$ cat src/charger_status_pkg.sv
// Constants for the charger status word and its serial read port
package charger_status_pkg;
  // ==========================================================
  // Register map
  localparam logic [7:0] CMD_CHARGER_INFORMATION_STATUS = 8'h3A;
  localparam logic [15:0] STATUS_UNMAPPED_VALUE         = 16'h0000;
  // ==========================================================
  // Field positions of the status word
  localparam int CFG_LSB       = 0;
  localparam int CFG_MSB       = 3;
  localparam int TRICKLE_BIT   = 4;
  localparam int PMODE_LSB     = 5;
  localparam int PMODE_MSB     = 6;
  localparam int MSTATE_LSB    = 7;
  localparam int MSTATE_MSB    = 9;
  localparam int LOW_RAIL_BIT  = 10;
  localparam int DISCHARGE_BIT = 11;
  localparam int INPUT_CUR_BIT = 12;
  localparam int LOOP_LSB      = 13;
  localparam int LOOP_MSB      = 14;
  localparam int REF_BIT       = 15;
  // ==========================================================
  // Default values and byte length
  localparam logic [3:0] CFG_UNREAD_VALUE = 4'h0;
  localparam logic [6:0] DEFAULT_ADDRESS  = 7'h09;
  localparam logic [3:0] BITS_PER_BYTE    = 4'h8;
  // ==========================================================
  // Serial port states, Gray from each state to the next in the list
  typedef enum logic [3:0] {
    ST_IDLE = 4'h0,
    ST_ADDR = 4'h1,
    ST_AACK = 4'h3,
    ST_CMD  = 4'h2,
    ST_CACK = 4'h6,
    ST_WDAT = 4'h7,
    ST_WACK = 4'h5,
    ST_RDAT = 4'h4,
    ST_RACK = 4'hC
  } port_state_t;
endpackage

$ cat src/charger_status_register.sv
// Read-only charger status word behind a two-wire serial port
// What this block does
// (RL1) A 16-bit status word is readable by the host at command code 0x3A.
// (RL2) Bits 3:0 give one of sixteen strap configuration codes.
// (RL3) On battery alone the configuration field shows the strap only once it has been measured.
// (RL4) Bit 4 is 1 while trickle charging is active.
// (RL5) Bits 6:5 give the power stage mode: step-down, step-up, combined, reverse supply.
// (RL6) Bits 9:7 give the main state machine state.
// (RL7) Bit 10 is 1 when the low system rail throttle has tripped.
// (RL8) Bit 11 is 1 when the discharge current throttle has tripped.
// (RL9) Bit 12 is 1 when the input current throttle has tripped.
// (RL10) Bits 14:13 identify the active regulation loop.
// (RL11) Bit 15 is 1 while the internal reference is active, 0 in low power mode.
// (RL12) Host writes do not change the word, and a read shows current status.
`timescale 1ns/10ps
`default_nettype none
module charger_status_register
  import charger_status_pkg::*;
#(
  parameter logic [6:0] DEVICE_ADDRESS = DEFAULT_ADDRESS  // Arbitrary bus address
) (
  input  wire logic       CLK_SYS,
  input  wire logic       RST,
  input  wire logic       SCL,
  input  wire logic       SDA_IN,
  output var  logic       SDA_OUT,
  output var  logic       SDA_OE,
  input  wire logic [3:0] CONFIG_STRAP_PIN,
  input  wire logic       STRAP_MEASURED,
  input  wire logic       TRICKLE_ACTIVE,
  input  wire logic [1:0] POWER_MODE,
  input  wire logic [2:0] MAIN_STATE,
  input  wire logic       LOW_RAIL_THROTTLE_FLAG,
  input  wire logic       DISCHARGE_THROTTLE_FLAG,
  input  wire logic       INPUT_CURRENT_THROTTLE_FLAG,
  input  wire logic [1:0] ACTIVE_LOOP,
  input  wire logic       REFERENCE_ACTIVE
);

  // ==========================================================
  // Input synchronisers
  logic [16:0] in_meta;
  logic [16:0] in_sync;
  logic [16:0] in_prev;
  logic [16:0] in_hold;
  logic [16:0] next_hold;
  logic [1:0]  pin_meta;
  logic [1:0]  pin_sync;
  logic        scl_prev;
  logic        sda_prev;

  always_ff @(posedge CLK_SYS or posedge RST) begin
    if (RST) begin
      in_meta  <= '0;
      in_sync  <= '0;
      in_prev  <= '0;
      in_hold  <= '0;
      pin_meta <= 2'h3;
      pin_sync <= 2'h3;
      scl_prev <= 1'b1;
      sda_prev <= 1'b1;
    end else begin
      in_meta  <= {STRAP_MEASURED, REFERENCE_ACTIVE, ACTIVE_LOOP, INPUT_CURRENT_THROTTLE_FLAG,
                   DISCHARGE_THROTTLE_FLAG, LOW_RAIL_THROTTLE_FLAG, MAIN_STATE, POWER_MODE,
                   TRICKLE_ACTIVE, CONFIG_STRAP_PIN};
      in_sync  <= in_meta;
      in_prev  <= in_sync;
      in_hold  <= next_hold;
      pin_meta <= {SCL, SDA_IN};
      pin_sync <= pin_meta;
      scl_prev <= pin_sync[1];
      sda_prev <= pin_sync[0];
    end
  end

  // Keep a status sample only once two in a row agree, so no field shows a half-changed code
  assign next_hold = (in_sync == in_prev) ? in_sync : in_hold;

  logic scl_s;
  logic sda_s;
  logic scl_rise;
  logic scl_fall;
  logic start_seen;
  logic stop_seen;

  assign scl_s      = pin_sync[1];
  assign sda_s      = pin_sync[0];
  assign scl_rise   = scl_s & ~scl_prev;
  assign scl_fall   = ~scl_s & scl_prev;
  assign start_seen = scl_s & scl_prev & sda_prev & ~sda_s;
  assign stop_seen  = scl_s & scl_prev & ~sda_prev & sda_s;

  // ==========================================================
  // Live status word
  logic        strap_valid;
  logic [15:0] live_word;

  always_comb begin
    live_word = '0;
    live_word[CFG_MSB:CFG_LSB] = strap_valid ? in_hold[3:0] : CFG_UNREAD_VALUE;  // (RL2) (RL3)
    live_word[TRICKLE_BIT]             = in_hold[4];      // (RL4)
    live_word[PMODE_MSB:PMODE_LSB]     = in_hold[6:5];    // (RL5)
    live_word[MSTATE_MSB:MSTATE_LSB]   = in_hold[9:7];    // (RL6)
    live_word[LOW_RAIL_BIT]            = in_hold[10];     // (RL7)
    live_word[DISCHARGE_BIT]           = in_hold[11];     // (RL8)
    live_word[INPUT_CUR_BIT]           = in_hold[12];     // (RL9)
    live_word[LOOP_MSB:LOOP_LSB]       = in_hold[14:13];  // (RL10)
    live_word[REF_BIT]                 = in_hold[15];     // (RL11)
  end

  function automatic logic [15:0] read_word(input logic [7:0] code, input logic [15:0] word);
    if (code == CMD_CHARGER_INFORMATION_STATUS) begin
      read_word = word;  // (RL1)
    end else begin
      read_word = STATUS_UNMAPPED_VALUE;
    end
  endfunction

  // ==========================================================
  // Serial port state
  port_state_t state;
  port_state_t next_state;
  logic [3:0]  cnt;
  logic [3:0]  next_cnt;
  logic [7:0]  sh;
  logic [7:0]  next_sh;
  logic [7:0]  cmd;
  logic [7:0]  next_cmd;
  logic [15:0] snap;
  logic [15:0] next_snap;
  logic        rw;
  logic        next_rw;
  logic        hi_byte;
  logic        next_hi_byte;
  logic        nack;
  logic        next_nack;
  logic        next_oe;
  logic        next_strap_valid;

  always_comb begin
    next_state       = state;
    next_cnt         = cnt;
    next_sh          = sh;
    next_cmd         = cmd;
    next_snap        = snap;
    next_rw          = rw;
    next_hi_byte     = hi_byte;
    next_nack        = nack;
    next_oe          = SDA_OE;
    next_strap_valid = strap_valid | in_sync[16];  // (RL3)
    if (stop_seen) begin
      next_state = ST_IDLE;
      next_oe    = 1'b0;
    end else if (start_seen) begin
      next_state = ST_ADDR;
      next_cnt   = '0;
      next_oe    = 1'b0;
    end else if (scl_rise) begin
      next_cnt = cnt + 4'h1;
      if (state == ST_ADDR || state == ST_CMD || state == ST_WDAT) begin
        next_sh = {sh[6:0], sda_s};
      end else if (state == ST_RACK) begin
        next_nack = sda_s;
      end
    end else if (scl_fall) begin
      case (state)
        ST_ADDR: begin
          if (cnt == BITS_PER_BYTE) begin
            if (sh[7:1] == DEVICE_ADDRESS) begin
              next_state = ST_AACK;
              next_rw    = sh[0];
              next_oe    = 1'b1;
            end else begin
              next_state = ST_IDLE;
            end
          end
        end
        ST_AACK: begin
          next_cnt = '0;
          if (rw) begin
            next_snap    = read_word(cmd, live_word);  // (RL12)
            next_sh      = next_snap[7:0];
            next_hi_byte = 1'b0;
            next_oe      = ~next_snap[7];
            next_state   = ST_RDAT;
          end else begin
            next_oe    = 1'b0;
            next_state = ST_CMD;
          end
        end
        ST_CMD: begin
          if (cnt == BITS_PER_BYTE) begin
            next_cmd   = sh;
            next_oe    = 1'b1;
            next_state = ST_CACK;
          end
        end
        ST_CACK, ST_WACK: begin
          next_cnt   = '0;
          next_oe    = 1'b0;
          next_state = ST_WDAT;
        end
        ST_WDAT: begin
          if (cnt == BITS_PER_BYTE) begin
            next_oe    = 1'b1;  // (RL12)
            next_state = ST_WACK;
          end
        end
        ST_RDAT: begin
          if (cnt == BITS_PER_BYTE) begin
            next_oe    = 1'b0;
            next_state = ST_RACK;
          end else begin
            next_sh = {sh[6:0], 1'b0};
            next_oe = ~sh[6];
          end
        end
        ST_RACK: begin
          next_cnt = '0;
          if (nack || hi_byte) begin
            next_oe    = 1'b0;
            next_state = ST_IDLE;
          end else begin
            next_hi_byte = 1'b1;
            next_sh      = snap[15:8];
            next_oe      = ~snap[15];
            next_state   = ST_RDAT;
          end
        end
        default: begin
          next_oe = 1'b0;
        end
      endcase
    end
  end

  always_ff @(posedge CLK_SYS or posedge RST) begin
    if (RST) begin
      state       <= ST_IDLE;
      cnt         <= '0;
      sh          <= '0;
      cmd         <= '0;
      snap        <= '0;
      rw          <= 1'b0;
      hi_byte     <= 1'b0;
      nack        <= 1'b0;
      SDA_OE      <= 1'b0;
      SDA_OUT     <= 1'b0;
      strap_valid <= 1'b0;
    end else begin
      state       <= next_state;
      cnt         <= next_cnt;
      sh          <= next_sh;
      cmd         <= next_cmd;
      snap        <= next_snap;
      rw          <= next_rw;
      hi_byte     <= next_hi_byte;
      nack        <= next_nack;
      SDA_OE      <= next_oe;
      SDA_OUT     <= 1'b0;
      strap_valid <= next_strap_valid;
    end
  end

endmodule
`default_nettype wire

$ cat config.mk
export PLATFORM = sky130hd
export DESIGN_NAME = charger_status_register
export DESIGN_NICKNAME = d
export VERILOG_FILES = /design/src/charger_status_pkg.sv /design/src/charger_status_register.sv
export SDC_FILE = /design/constraint.sdc
export NUM_CORES = 1
export LEC_CHECK = 0
export BUFFER_PORTS_ARGS = -buffer_cell sky130_fd_sc_hd__clkbuf_2
export CAP_MARGIN = 20
export CELL_PAD_IN_SITES_DETAIL_PLACEMENT = 0
export CELL_PAD_IN_SITES_GLOBAL_PLACEMENT = 1
export CORE_ASPECT_RATIO = 0.5
export CORE_MARGIN = 2
export CORE_UTILIZATION = 25
export CTS_CLUSTER_SIZE = 40
export DETAILED_ROUTE_END_ITERATION = 7
export PLACE_DENSITY = 0.49
export SYNTH_ARGS = -nofsm -noshare
export SYNTH_HDL_FRONTEND = slang
export SYNTH_SLANG_ARGS = --single-unit
$ cat constraint.sdc
create_clock -name CLK_SYS -period 9.05 [get_ports CLK_SYS]
set_input_delay 0.4525 -clock CLK_SYS [delete_from_list [all_inputs] [get_ports CLK_SYS]]
set_output_delay 0.4525 -clock CLK_SYS [all_outputs]
set_load 0.02 [all_outputs]
==> impl_metrics.toml <==
[outcome]
run_status = "complete, no violations"

[route]
drtIter0Drc = 113
routed_wire_length_per_instance_um = 14.0
drt-vias-per-instance = 4.37
detail_route.wirelength_mm = 8.53
ant_nets = 0
drt_first_pass_iters = 4
total_vias_in_the_final_route = 2668
drc = 0

[hold_path]
hold_path.class = "in2async"

[cts]
clkLatencyLatePin_ps = 350
maximum_count_of_clock_buffers_along_a_single_path = 2
cts-buffers-inserted = 9
ctsHtreeMaxLevel = 3
clock_sink_count = 110
number_of_hold_buffers_added_after_cts = 0
postCtsResizedCells = 0
ctsRootBufferMaster = "sky130_fd_sc_hd__clkbuf_16"
post-cts-setup-buffer-count = 0
cts.clk_slew.worst_paths_ps = 80
cts_tree = "done"

[sta]
worst_slew_pin_slew_ps = 970
fmax_ghz = 0.360
rsz0062_at_grt = "false"
post-route-min-period_ps = 2780
max_slew_margin_pct = 35.3
final.setup_skew_ps = 8.18
finalHoldViolations = 0
timing.setup.tns_ps = 0
tcrit_tclk_final_pct = 30.7
finalMaxSlewViolations = 0
setup_violations = 0

[placed_design]
dp.final_hpwl_mm = 5.83
placed_cell_area_mm2 = 0.00475
gp_congestion = 0.728
place.port_buffers = 21

[setup_path]
crit_chain = "inv_1 > ha_1 > nand2b_1 > a2111oi_2 > nand3_1 > mux2_2"
crit_path_dat_ps = 3020
setup.worst_path.end_class = "register"
critPathMaxStageDelay_ps = 550
critPathSlowestCell = "sky130_fd_sc_hd__dfstp_2"
worstPathMaxFanout = 14
cp_data_required_time_ps = 9290
type_of_the_setup_path_with_the_least_slack = "reg2reg"
worstSetupStartpointType = "register"

[final_layout]
syn_to_final_growth_pct = 14.4
fillers = 1827
finalInstanceArea_mm2 = 0.00504
fin_nets = 397
n_diodes = 0
final_layout_size_suffix_gt1_share_pct = 19.7

[grt]
first_global_vias = 2731
largest_net_degree_at_the_start_of_global_routing = 78
grt_overflow_total = 0
first_pass_grt_wire_length_mm = 14.5
grtUsageTotal_pct = 9.97
number_of_antenna_violations_at_the_first_check_in_global_routing = 0

[run]
max-cap-violations = 0

[yosys]
ys_warn_count = 0
synth-seq-area-share_pct = 62.6
synth-edff-count = 0
synthesized_net_count = 377
most_used_dff_post_synth = "sky130_fd_sc_hd__dfrtp_1"
synth_top_cell_by_area = "sky130_fd_sc_hd__dfrtp_1"
postSynthRegisterBits = 110
ys_types = 57
post_synth_main_area_contributors = "sky130_fd_sc_hd__dfrtp_1 (59%), sky130_fd_sc_hd__mux2_2 (4.9%), sky130_fd_sc_hd__dfstp_2 (3.6%)"
syn_area_mm2 = 0.00441
yosys.area.top_type_share_pct = 59.1
postSynthAreaPerCell_um2 = 12.6
fraction_of_registers_with_async_set_or_reset_after_synthesis_pct = 100
syn-instance-count = 351

[power]
fin_total_pwr_uw = 996
max-vdd-ir-drop_mv = 0.0866
p_leak_uw = 0.00211
power.density_cell_area_mw_per_mm2 = 198

[floorplan]
die_x_um = 192
floorplan.die_area_mm2 = 0.0188
number_of_core_rows = 34
ios = 23
chipHeight_um = 97.9
fp.coreArea_mm2 = 0.0173
start_util_pct = 25.5
-- critical path, delay by kind of cell (launching register included) --
family | cells | cell delay (ps)
compound gates | 1 | 530
fa+ha+maj | 1 | 330
buf+inv | 1 | 40
flops | 1 | 550
mux | 1 | 410
simple gates | 2 | 800
-- registers in the layout, indices dropped and copies added, names as in the netlist --
signal / cells
state: 4
in_prev: 17
rw: 1
sda_prev: 1
strap_valid: 1
pin_sync: 2
pin_meta: 2
sh: 8
cnt: 4
hi_byte: 1
scl_prev: 1
in_meta: 17
snap: 8
nack: 1
in_hold: 16
in_sync: 17
SDA_OE: 1
cmd: 8
-- cell families after synthesis --
| kind of cell | after synthesis | share of synthesized area, % |
|---|---|---|
| muxes | 27 | 6.90 |
| buffers and inverters | 31 | 3.01 |
| AOI/OAI and AO/OA | 73 | 11.7 |
| xor gates and xnor gates | 20 | 3.98 |
| adders and majority gates | 5 | 1.42 |
| DFF | 110 | 62.6 |
| and+or+nand+nor | 84 | 10.3 |
| other | 1 | 0.0851 |
-- report_power, final --
part	total [uW]	switching [uW]	internal [uW]	leakage (uW)
logic	69.6	39.7	29.9	0.000586
registers	538	22.6	515	0.00139
clock network	389	194	195	0.000143
-- cell usage after synthesis (5+ instances only) --
cell,n
sky130_fd_sc_hd__nor2_1,9
sky130_fd_sc_hd__inv_1,18
sky130_fd_sc_hd__dfrtp_1,104
sky130_fd_sc_hd__nor3_1,6
sky130_fd_sc_hd__buf_2,7
sky130_fd_sc_hd__a21oi_1,14
sky130_fd_sc_hd__a222oi_1,6
sky130_fd_sc_hd__nand2_1,33
sky130_fd_sc_hd__xor2_1,5
sky130_fd_sc_hd__nand3_1,5
sky130_fd_sc_hd__xnor2_1,15
sky130_fd_sc_hd__mux2_2,19
sky130_fd_sc_hd__o21ai_0,22
sky130_fd_sc_hd__mux2i_1,6
sky130_fd_sc_hd__dfstp_2,6
sky130_fd_sc_hd__ha_1,5
-- final timing paths --
check | cells after the start | slack (ps) | endpoint | from
min in group CLK_SYS | 1 | 180 | pin_meta[0]$_DFF_PP1_ | SDA_IN
max in group asynchronous | 3 | 7650 | rw$_DFFE_PP0P_ | RST
max | 6 | 6270 | cmd[0]$_DFFE_PP0P_ | scl_prev$_DFF_PP1_
min reg2reg | 0 | 350 | in_sync[4]$_DFF_PP0_ | in_meta[4]$_DFF_PP0_
max reg2reg | 6 | 6270 | cmd[0]$_DFFE_PP0P_ | scl_prev$_DFF_PP1_
min | 2 | 80 | in_meta[3]$_DFF_PP0_ | RST
-- routing by layer --
metal | wire [um] | vias up | global-route usage (%)
li1 | - | 1295 | -
met1 | 4290 | 1326 | 13.5
met2 | 3850 | 35 | 15.2
met3 | 236 | 12 | 2.95
met4 | 159 | 0 | 3.49
met5 | 0 | - | 0
-- area by class of cell --
cell class	count	area, um2	area share [%]
multi-input combinational	210	1510	30.0
tap	234	293	5.81
sequential	110	2760	54.8
inverter	18	70.1	1.39
clock buffer	10	229	4.54
timing repair buffer	22	113	2.23
clock inverter	6	62.6	1.24
-- stage by stage --
step                      instances  hold slack, ps  utilization [%]  setup slack, ps
after floorplan                 351             331                -             5710
after global placement          594             331             27.4             6370
after detailed placement        594             335             27.4             6240
after CTS                       610            96.4             29.1             6200
after global routing            610             118             29.1             6050
final                           610            77.7             29.1             6270
-- layout by cell type, fill, tap and decap left out, drive strengths merged, types with 3 or more instances in the layout --
cell type  synthesis  layout
nor2              10      10
clkbuf             4      31
inv               18      22
mux2              21      21
a222oi             6       6
a211oi             3       3
nor4b              3       3
dfrtp            104     104
nor3               6       6
dfstp              6       6
a221oi             3       3
nor4               4       4
nor3b              3       3
nand4              4       4
ha                 5       5
o221ai             3       3
nand2             33      33
xor2               5       5
and3               4       4
a31oi              3       3
nand3              5       5
a21oi             14      14
o21ai             23      23
xnor2             15      15
mux2i              6       6
Note: power is estimated with default switching activity, not from simulation.
